### src/rtl/psso_pkg.sv
// Functional notes
// - override code zero lets the internal state machine choose the loop state.
// - nonzero code jumps loop into coded state; code 011 unused.
// - while forced, monitoring results never move the loop state.
// - forced input code zero leaves selection to automatic mechanism.
// - codes 0010..0101 pick first/second single-ended, first/second differential input.
// - a forced input counts as valid regardless of monitor results.
// - when forced input and not locked, advance through normal acquisition.
// - a failing forced input never sends the loop into holdover.
// - forcing raises that input's priority to 1, the highest, and marks it valid.
package psso_pkg;
    // ************************************************************
    // register map
    // ************************************************************
    localparam logic [7:0] LOOP_STATE_OVERRIDE_ADDR = 8'h32;
    localparam logic [7:0] REF_INPUT_OVERRIDE_ADDR  = 8'h33;
    localparam logic [7:0] LOOP_STATUS_ADDR         = 8'h38;
    localparam logic [7:0] LOOP_STATE_RST           = 8'h00;
    localparam logic [7:0] REF_INPUT_RST            = 8'h0F;
    localparam int         NUM_INPUTS               = 5;
    localparam logic [3:0] PRIO_HIGHEST             = 4'h1;
    localparam logic [3:0] PRIO_LOWEST              = 4'hF;

    // ************************************************************
    // codes
    // ************************************************************
    localparam logic [2:0] LS_AUTO     = 3'h0;
    localparam logic [2:0] LS_FREERUN  = 3'h1;
    localparam logic [2:0] LS_HOLDOVER = 3'h2;
    localparam logic [2:0] LS_UNUSED   = 3'h3;
    localparam logic [2:0] LS_LOCKED   = 3'h4;
    localparam logic [2:0] LS_PRELOCK2 = 3'h5;
    localparam logic [2:0] LS_PRELOCK  = 3'h6;
    localparam logic [2:0] LS_PHLOST   = 3'h7;
    localparam logic [3:0] FI_AUTO     = 4'h0;
    localparam logic [3:0] FI_SE1      = 4'h2;
    localparam logic [3:0] FI_SE2      = 4'h3;
    localparam logic [3:0] FI_DIFF1    = 4'h4;
    localparam logic [3:0] FI_DIFF2    = 4'h5;
    localparam logic [3:0] FI_STANDBY  = 4'h8;
    localparam logic [2:0] IDX_SE1     = 3'h0;
    localparam logic [2:0] IDX_SE2     = 3'h1;
    localparam logic [2:0] IDX_DIFF1   = 3'h2;
    localparam logic [2:0] IDX_DIFF2   = 3'h3;
    localparam logic [2:0] IDX_STANDBY = 3'h4;
    localparam logic [2:0] IDX_NONE    = 3'h7;

    typedef enum logic [5:0] {
        PSSO_FREERUN  = 6'h01,
        PSSO_HOLDOVER = 6'h02,
        PSSO_LOCKED   = 6'h04,
        PSSO_PRELOCK2 = 6'h08,
        PSSO_PRELOCK  = 6'h10,
        PSSO_PHLOST   = 6'h20
    } psso_loop_e;

    typedef struct packed {
        logic [7:0] loopOverride;
        logic [7:0] refOverride;
        psso_loop_e loopState;
        logic [2:0] selIdx;
        logic [31:0] prdata;
    } psso_state_s;
endpackage : psso_pkg

### src/rtl/psso_top.sv
// Register access over APB was chosen for this implementation.
`timescale 1ns/1ns
`default_nettype none
module psso_top #(
    parameter int NIN = psso_pkg::NUM_INPUTS
) (
    input  wire logic            ref_clk,
    input  wire logic            nrst,
    input  wire logic            psel,
    input  wire logic            penable,
    input  wire logic            pwrite,
    input  wire logic [7:0]      paddr,
    input  wire logic [31:0]     pwdata,
    output logic      [31:0]     prdata,
    output logic                 pready,
    output logic                 pslverr,
    input  wire logic [NIN-1:0]  inputValid,
    input  wire logic [4*NIN-1:0] inputPrio,
    input  wire logic            phaseLocked,
    input  wire logic            phaseLost,
    output logic      [5:0]      loopState,
    output logic      [2:0]      selectedInput,
    output logic                 forcedLoop,
    output logic                 forcedInput
);
    psso_pkg::psso_state_s stateFf;
    psso_pkg::psso_state_s nxtState;
    logic [NIN-1:0] validS1Ff;
    logic [NIN-1:0] validS2Ff;
    logic [1:0] lockS1Ff;
    logic [1:0] lockS2Ff;
    logic [2:0] forceIdx;
    logic [4*NIN-1:0] effPrio;
    logic [NIN-1:0] effValid;
    logic [2:0] bestIdx;
    logic [3:0] bestPrio;
    logic anyValid;
    logic wrEn;
    logic rdEn;
    logic addrOk;

    // ************************************************************
    // monitor input synchronisers
    // ************************************************************
    always_ff @(posedge ref_clk or negedge nrst) begin
        if (!nrst) begin
            validS1Ff <= '0;
            validS2Ff <= '0;
            lockS1Ff  <= 2'h0;
            lockS2Ff  <= 2'h0;
        end else begin
            validS1Ff <= inputValid;
            validS2Ff <= validS1Ff;
            lockS1Ff  <= {phaseLost, phaseLocked};
            lockS2Ff  <= lockS1Ff;
        end
    end

    // ************************************************************
    // forced input decode and priority selection
    // ************************************************************
    always_comb begin
        case (stateFf.refOverride[3:0])
            psso_pkg::FI_SE1:     forceIdx = psso_pkg::IDX_SE1;
            psso_pkg::FI_SE2:     forceIdx = psso_pkg::IDX_SE2;
            psso_pkg::FI_DIFF1:   forceIdx = psso_pkg::IDX_DIFF1;
            psso_pkg::FI_DIFF2:   forceIdx = psso_pkg::IDX_DIFF2;
            psso_pkg::FI_STANDBY: forceIdx = psso_pkg::IDX_STANDBY;
            default:              forceIdx = psso_pkg::IDX_NONE;
        endcase
    end

    always_comb begin
        effPrio  = inputPrio;
        effValid = validS2Ff;
        for (int i = 0; i < NIN; i++) begin
            if (forceIdx == 3'(i)) begin
                effPrio[4*i +: 4] = psso_pkg::PRIO_HIGHEST;
                effValid[i] = 1'b1;
            end
        end
    end

    always_comb begin
        bestIdx  = psso_pkg::IDX_NONE;
        bestPrio = psso_pkg::PRIO_LOWEST;
        anyValid = 1'b0;
        for (int i = 0; i < NIN; i++) begin
            // lowest nonzero number wins; ties go to lower index
            if (effValid[i] && effPrio[4*i +: 4] != 4'h0 &&
                (!anyValid || effPrio[4*i +: 4] < bestPrio)) begin
                bestIdx  = 3'(i);
                bestPrio = effPrio[4*i +: 4];
                anyValid = 1'b1;
            end
        end
    end

    assign addrOk = (paddr == psso_pkg::LOOP_STATE_OVERRIDE_ADDR) ||
                    (paddr == psso_pkg::REF_INPUT_OVERRIDE_ADDR) ||
                    (paddr == psso_pkg::LOOP_STATUS_ADDR);
    assign wrEn = psel && penable && pwrite && addrOk;
    assign rdEn = psel && !penable && !pwrite;

    // ************************************************************
    // next state: registers, loop machine, read data
    // ************************************************************
    always_comb begin
        nxtState        = stateFf;
        nxtState.selIdx = bestIdx;
        if (wrEn && paddr == psso_pkg::LOOP_STATE_OVERRIDE_ADDR) begin
            nxtState.loopOverride = {5'h00, pwdata[2:0]};
        end
        if (wrEn && paddr == psso_pkg::REF_INPUT_OVERRIDE_ADDR) begin
            nxtState.refOverride = {4'h0, pwdata[3:0]};
        end
        if (stateFf.loopOverride[2:0] == psso_pkg::LS_AUTO) begin
            case (stateFf.loopState)
                psso_pkg::PSSO_FREERUN: begin
                    if (anyValid) nxtState.loopState = psso_pkg::PSSO_PRELOCK;
                end
                psso_pkg::PSSO_PRELOCK, psso_pkg::PSSO_PRELOCK2: begin
                    if (lockS2Ff[0]) nxtState.loopState = psso_pkg::PSSO_LOCKED;
                    else if (!anyValid) nxtState.loopState = psso_pkg::PSSO_HOLDOVER;
                end
                psso_pkg::PSSO_LOCKED: begin
                    // forced input keeps anyValid high, no holdover
                    if (!anyValid) nxtState.loopState = psso_pkg::PSSO_HOLDOVER;
                    else if (lockS2Ff[1]) nxtState.loopState = psso_pkg::PSSO_PHLOST;
                end
                psso_pkg::PSSO_PHLOST: begin
                    if (!anyValid) nxtState.loopState = psso_pkg::PSSO_HOLDOVER;
                    else if (!lockS2Ff[1]) nxtState.loopState = psso_pkg::PSSO_PRELOCK2;
                end
                psso_pkg::PSSO_HOLDOVER: begin
                    if (anyValid) nxtState.loopState = psso_pkg::PSSO_PRELOCK;
                end
                default: nxtState.loopState = psso_pkg::PSSO_FREERUN;
            endcase
        end else begin
            case (stateFf.loopOverride[2:0])
                psso_pkg::LS_FREERUN:  nxtState.loopState = psso_pkg::PSSO_FREERUN;
                psso_pkg::LS_HOLDOVER: nxtState.loopState = psso_pkg::PSSO_HOLDOVER;
                psso_pkg::LS_LOCKED:   nxtState.loopState = psso_pkg::PSSO_LOCKED;
                psso_pkg::LS_PRELOCK2: nxtState.loopState = psso_pkg::PSSO_PRELOCK2;
                psso_pkg::LS_PRELOCK:  nxtState.loopState = psso_pkg::PSSO_PRELOCK;
                psso_pkg::LS_PHLOST:   nxtState.loopState = psso_pkg::PSSO_PHLOST;
                default:               nxtState.loopState = stateFf.loopState;
            endcase
        end
        nxtState.prdata = 32'h0000_0000;
        if (rdEn) begin
            case (paddr)
                psso_pkg::LOOP_STATE_OVERRIDE_ADDR:
                    nxtState.prdata = {24'h00_0000, stateFf.loopOverride};
                psso_pkg::REF_INPUT_OVERRIDE_ADDR:
                    nxtState.prdata = {24'h00_0000, stateFf.refOverride};
                psso_pkg::LOOP_STATUS_ADDR:
                    nxtState.prdata = {23'h00_0000, stateFf.selIdx,
                                       stateFf.loopState};
                default: nxtState.prdata = 32'h0000_0000;
            endcase
        end else if (psel && penable) begin
            nxtState.prdata = stateFf.prdata;
        end
    end

    // ************************************************************
    // state register
    // ************************************************************
    always_ff @(posedge ref_clk or negedge nrst) begin
        if (!nrst) begin
            stateFf.loopOverride <= psso_pkg::LOOP_STATE_RST;
            stateFf.refOverride  <= psso_pkg::REF_INPUT_RST;
            stateFf.loopState    <= psso_pkg::PSSO_FREERUN;
            stateFf.selIdx       <= psso_pkg::IDX_NONE;
            stateFf.prdata       <= 32'h0000_0000;
        end else begin
            stateFf <= nxtState;
        end
    end

    // ************************************************************
    // outputs
    // ************************************************************
    assign prdata        = stateFf.prdata;
    assign pready        = 1'b1;
    assign pslverr       = psel && penable && !addrOk;
    assign loopState     = stateFf.loopState;
    assign selectedInput = stateFf.selIdx;
    assign forcedLoop    = (stateFf.loopOverride[2:0] != psso_pkg::LS_AUTO);
    assign forcedInput   = (forceIdx != psso_pkg::IDX_NONE);
endmodule // psso_top
`default_nettype wire

### config.mk
export PLATFORM = sky130hd
export DESIGN_NAME = psso_top
export DESIGN_NICKNAME = d
export VERILOG_FILES = /design/src/rtl/psso_pkg.sv /design/src/rtl/psso_top.sv
export SDC_FILE = /design/constraint.sdc
export NUM_CORES = 1
export LEC_CHECK = 0
export BUFFER_PORTS_ARGS = -buffer_cell sky130_fd_sc_hd__buf_4
export CORE_MARGIN = 2
export CORE_UTILIZATION = 46
export DETAILED_ROUTE_END_ITERATION = 10
export PLACE_DENSITY = 0.76
export RECOVER_POWER = 25
export SETUP_SLACK_MARGIN = 0.4
export SLEW_MARGIN = 25
export SYNTH_ARGS = -nofsm -noshare
export SYNTH_HDL_FRONTEND = slang
export SYNTH_SLANG_ARGS = --single-unit
### constraint.sdc
create_clock -name ref_clk -period 8.5 [get_ports ref_clk]
set_input_delay 2.125 -clock ref_clk [delete_from_list [all_inputs] [get_ports ref_clk]]
set_output_delay 2.125 -clock ref_clk [all_outputs]
set_load 0.01 [all_outputs]
Word-level counts from Yosys, hierarchy flattened
Index checks and enable logic that the tools add are counted.
{"block": "classes", "add_sub_neg": 0, "n_mul": 0, "div_mod_pow": 0, "magnitude_cmp": 4, "n_eq_ne": 30, "shifts": 0, "muxes": 38, "n_bitwise": 0, "n_reduce_logical": 42}
{"operator": "$mux 32", "n": 2}
{"operator": "$mux 6", "n": 8}
{"operator": "$mux 4", "n": 9}
{"operator": "$pmux 6 s6", "n": 1}
{"operator": "$pmux 9 s3", "n": 1}
{"operator": "$eq 8x6->1 const B", "n": 3}
{"operator": "$pmux 6 s4", "n": 1}
{"operator": "$reduce_bool 4->1", "n": 5}
{"operator": "$logic_and 1x1->1", "n": 17}
{"operator": "$lt 4x4->1", "n": 4}
{"operator": "$eq 3x3->1 const B", "n": 5}
{"operator": "$mux 3", "n": 5}
{"operator": "$pmux 3 s5", "n": 1}
{"operator": "$ne 4x4->1 const B", "n": 3}
{"operator": "$mux 1", "n": 10}
{"operator": "$eq 3x2->1 const B", "n": 3}
{"operator": "$eq 4x2->1 const B", "n": 2}
{"operator": "$eq 4x3->1 const B", "n": 2}
{"operator": "$logic_not 1->1", "n": 7}
{"operator": "$reduce_bool 7->1", "n": 1}
{"operator": "$eq 3x1->1 const B", "n": 2}
{"operator": "$eq 6x1->1 const B", "n": 1}
{"operator": "$eq 6x2->1 const B", "n": 1}
{"operator": "$eq 6x3->1 const B", "n": 1}
{"operator": "11 further kinds", "n": 19}
{"block": "totals", "register_bits": 62, "latchBits": 0, "ramBits": 0, "romBits": 0, "input_bits": 72, "output_inout_bits": 45, "wordCells": 123, "memories": 0}

Longest topological paths before layout
{"block": "logic_depth", "depth_word": 27, "ltp_mapped": 31, "ltp_nobuf": 30}

Worst setup path after synthesis
No wires, ideal clock.
{"block": "synth_timing", "path_kind": "in2reg", "from": "input inputPrio[0]", "to": "register stateFf (netlist bit selectedInput[2])", "setup_ns": 0.063, "t_arrival_ns": 7.833, "t_required_ns": 8.437, "path_slack_ns": 0.604, "cell_stages": 27, "n_path_buf": 0, "cell_sequence": "o41ai_4 > nor2_1 > nor2_1 > inv_1 > ha_1 > o21a_1 > a41o_1 > o31a_1 > a21o_1 > mux2_4 > ha_1 > a21oi_1 > nand3b_1 > o21ai_1 > mux2_2 > ha_1 > a21o_1 > a21oi_1 > o2111ai_1 > mux2_2 > ha_1 > a21o_1 > a211oi_1 > inv_1 > a41oi_1 > a41o_1 > nand2b_1"}
{"block": "synth_via", "elab_chain_len": 20, "word_cells_on_any_way": 32, "cone_classes": "order compare (4); mux (14); reduce/logical (14)"}
{"element": "from (decl)", "line": "psso_top.sv:18", "source": "input wire logic [4*NIN-1:0] inputPrio,"}
{"element": "$mux 4 (*)", "line": "psso_top.sv:77", "source": "if (forceIdx == 3'(i)) begin"}
{"element": "$reduce_bool 4->1", "line": "psso_top.sv:90", "source": "if (effValid[i] && effPrio[4*i +: 4] != 4'h0 &&"}
{"element": "$logic_and 1x1->1", "line": "psso_top.sv:90"}
{"element": "$mux 4 or $mux 1 (tied branches)", "line": "psso_top.sv:90"}
{"element": "$lt 4x4->1 or $logic_not 1->1 (tied branches)", "line": "psso_top.sv:91", "source": "(!anyValid || effPrio[4*i +: 4] < bestPrio)) begin"}
{"element": "$logic_or 1x1->1", "line": "psso_top.sv:91"}
{"element": "$logic_and 1x1->1", "line": "psso_top.sv:90"}
{"element": "$mux 4 or $mux 1 (tied branches)", "line": "psso_top.sv:90"}
{"element": "(+5 left out)"}
{"element": "$logic_or 1x1->1", "line": "psso_top.sv:91"}
{"element": "$logic_and 1x1->1", "line": "psso_top.sv:90"}
{"element": "$mux 4 or $mux 1 (tied branches)", "line": "psso_top.sv:90"}
{"element": "$lt 4x4->1 or $logic_not 1->1 (tied branches)", "line": "psso_top.sv:91"}
{"element": "$logic_or 1x1->1", "line": "psso_top.sv:91"}
{"element": "$logic_and 1x1->1", "line": "psso_top.sv:90"}
{"element": "$mux 3 (*)", "line": "psso_top.sv:90"}
{"element": "net bestIdx[2]", "line": "psso_top.sv:35", "source": "logic [2:0] bestIdx;"}
{"element": "to (signal assigned)", "line": "psso_top.sv:179", "source": "stateFf <= nxtState;"}
{"element": "to (decl)", "line": "psso_top.sv:26", "source": "psso_pkg::psso_state_s stateFf;"}
The timed path passes the listed nets; every way through them passes the cells marked *.
A chain may end at the register's enable or synchronous reset.

Worst setup path after layout
{"block": "layout_timing", "from": "input inputPrio[3]", "to": "register stateFf (netlist bit selectedInput[2])"}
The elaborated chain is that of the path after synthesis.

==> metrics.md <==
| Metric | Value |
|---|---|
| Die W | 84.09 microns |
| Sw Ratio | 35.34% |
| Area of the mapped netlist | 2950 sq um |
| Skew final | 0.01065 ns |
| Routed Antenna Nets | 0 |
| DR WL/cell | 15.67 microns |
| Comb pwr share | 38.6% |
| # IOs | 117 |
| CTS tree | yes |
| Fin crit share | 92.05% |
| FFs w/ async S/R, synth | 100.0% |
| Starting DRC count in detailed routing | 172 |
| Clock tree buffer depth | 2 |
| Hold wc startpoint | lockS1Ff[1] |
| Cell row count | 29 |
| Filler cells | 563 |
| DRC Markers | 0 |
| Initial antenna violation count | 0 |
| Clk pwr share | 21.1% |
| Top-count cell post-synth | buf_4 |
| Least-Margin Pin Slew | 2.090 ns |
| Failing checks | max-capacitance violations, max-slew violations |
| Synthesis warning total | 0 |
| RSZ-0062 raised after global routing | false |
| Fin crit period | 7.824 ns |
| Type of origin of the critical path | input port |
| Setup TNS | 0 ns |
| Relative slew slack | -39.32% |
| DR vias | 2520 |
| Netlist cell types | 60 |
| Fmax achieved | 127.8 MHz |
| Fin nets | 460 |
| Placeable Area | 6277 sq um |
| Most used cell, CP | ha_1 |
| Part of the Yosys area used for sequential elements | 33.42% |
| Leakage power | 1.698 nW |
| Drt total wl | 7.113 mm |
| Worst Path Class, Setup | input port to flip-flop |
| Global-route usage over all layers | 19.66% |
| Most common library cells after synthesis | buf_4 (42), dfrtp_1 (31), nand2_1 (29) |
| Internal Power | 0.0003806 W |
| CTS Sinks | 39 |
| Cts hold-fix bufs | 0 |
| Dpl hpwl | 5.300 mm |
| Mean Syn Cell Area | 9.078 sq um |
| Worst Path Max Fanout | 4 |
| Inserted Diodes | 0 |
| Initial DRT Pass Iterations | 5 |
| Port Buffer Count | 64 |
| CTS Root Cell | clkbuf_8 |
| Register bit total from synthesis | 39 |
| WP data arrival | 8.05 ns |
| Status | finished with violations |
| Slowest cell on crit path | o41ai_4 |
| Initial Utilization | 47.00% |
| GP Congestion | 0.8688 |
| Via density per instance | 5.551 |
| Max Slew Vio Count | 40 |
| CTS buffer count | 5 |
| Worst Path Required | 8.73 ns |
| P per Cell Area | 167.5 nW/um^2 |
| Worst IR Drop VDD | 0.1163 mV |
| Max incr delay on CP | 0.39 ns |
| H-tree lvl count | 2 |
| Worst-path clk slew | 0.07 ns |
| Congestion Overflow GR | 0 |
| Die Span Y | 84.09 microns |
| Reg power frac | 40.3% |
| Post-synth EDFFs | 0 |
| Top cells by area, synth | dfrtp_1 (26%), buf_4 (11%), dfstp_2 (7.1%), ha_1 (5.1%), mux2_2 (4.6%) |
| Layout area overhead | 19.13% |
| Setup crit start | inputPrio[3] |
| Synth area leader | dfrtp_1 |
| Post-Place Setup Slack | 0.03857 ns |
| Finished Cell Area | 3515 sq um |
| Vias in the first global route | 2346 |
| CP Capture Type | flip-flop |
| Largest net degree at the start of global routing | 40 |
| Layout cell share with drive strength beyond 1 | 32.36% |
| Main synth FF type | dfrtp_1 |
| Die area | 7070 sq um |
| Worst Hold Class | flip-flop to flip-flop |
| Final Hold Violating Endpoints | 0 |
| Post-Synthesis Cells | 325 |
| Clock Latency Late Sink | 0.30 ns |
| # Max-Cap Violations | 1 |
| Share of the synthesized area in the top cell type | 26.29% |
| Worst hold slack | 0.3495 ns |
| First-pass GRT wire length | 11.32 mm |
| Fin worst setup slack | 0.6756 ns |
| Placed inst area | 3287 sq um |
| Setup violators final | 0 |
| Reg-to-reg startpoint | stateFf[42] |
| P_sw | 0.0002080 W |
## cells by family after synthesis
family,synth area share [%]
simple gates,21.42
flops,33.42
xor+xnor,0.8907
mux,7.803
fa+ha+maj,5.089
compound gates,17.26
other cells,0.2545
buf+inv,13.87
## metrics by stage
step / power (W) / util, % / instances
2_1_floorplan: 0.0003901 / - / 347
3_3_place_gp: 0.0004378 / 52.36 / 440
3_5_place_dp: 0.0004448 / 52.36 / 440
4_1_cts: 0.0005702 / 53.72 / 448
5_1_grt: 0.0006250 / 55.99 / 454
6_report: 0.0005887 / 55.99 / 454
## worst paths after layout
path                                     to  slack, ns  cells after the start
max                        selectedInput[2]       0.68                     30
min                             lockS2Ff[1]       0.35                      0
max reg2reg                selectedInput[2]       1.85                     29
min reg2reg                     lockS2Ff[1]       0.35                      0
max in group asynchronous      loopState[5]       4.87                      1
min in group asynchronous      validS1Ff[3]       2.42                      1
## sequential cells by signal, indices dropped and copies added, names as in the netlist
register	flops
validS2Ff	5
selectedInput	3
validS1Ff	5
lockS2Ff	2
loopState	6
lockS1Ff	2
stateFf	7
prdata	9
## timing repair
item	4_1_cts	5_1_grt
resized for setup	1	20
hold endpoints to repair	0	0
setup endpoints to repair	3	3
buffers inserted	0	6
pin swaps	0	7
## metal layers
metal	global-route usage [%]	part of all wire [%]
met4	3.372	0.42
met5	0	0
met2	32.47	50
met1	26.80	44
met3	4.352	5.7
## power groups by stage
stage                     registers, W  clock network (W)  logic [W]
after floorplan               0.000229                  0   0.000161
after global placement        0.000239                  0   0.000198
after detailed placement      0.000240                  0   0.000205
after CTS                     0.000236           0.000127   0.000207
after global routing          0.000241           0.000134   0.000250
final                         0.000237           0.000124   0.000227
## placed cells by master (no fill, tap or decap), drive strengths merged, types with 3 or more instances in the layout
cell type	Yosys	routed
nor4b	3	3
nand3	12	12
o21a	4	4
a222oi	3	3
nor4bb	3	3
or3	4	4
nand3b	3	3
dfrtp	31	31
o31ai	3	3
nand2	29	29
nor2b	7	7
dfstp	8	8
inv	13	13
a21o	5	5
ha	12	12
xor2	3	3
mux2	18	18
o21ai	17	17
a41o	3	3
clkbuf	8	15
a21oi	11	11
a311oi	3	3
and2	10	10
buf	45	67
nor3	6	6
conb	2	24
nor2	23	23
o41ai	4	4
## layout make-up
class	instances	area (sq um)	share of cell area [%]
timing repair buffer	75	559.3	15.91
sequential	39	985.9	28.05
clock buffer	7	76.32	2.172
multi-input combinational	242	1743	49.59
tap	77	96.34	2.741
inverter	13	48.80	1.388
clock inverter	1	5.005	0.1424
## worst max-delay path, delay by kind of cell
kind,cells,cell delay (ns)
buffers and inverters,4,0.39
adder cells (fa/ha/maj),4,1.01
AND/OR/NAND/NOR,7,0.81
AO/OA/AOI/OAI,12,2.68
multiplexers,3,1.02
Power figures use the tool's default switching activity.
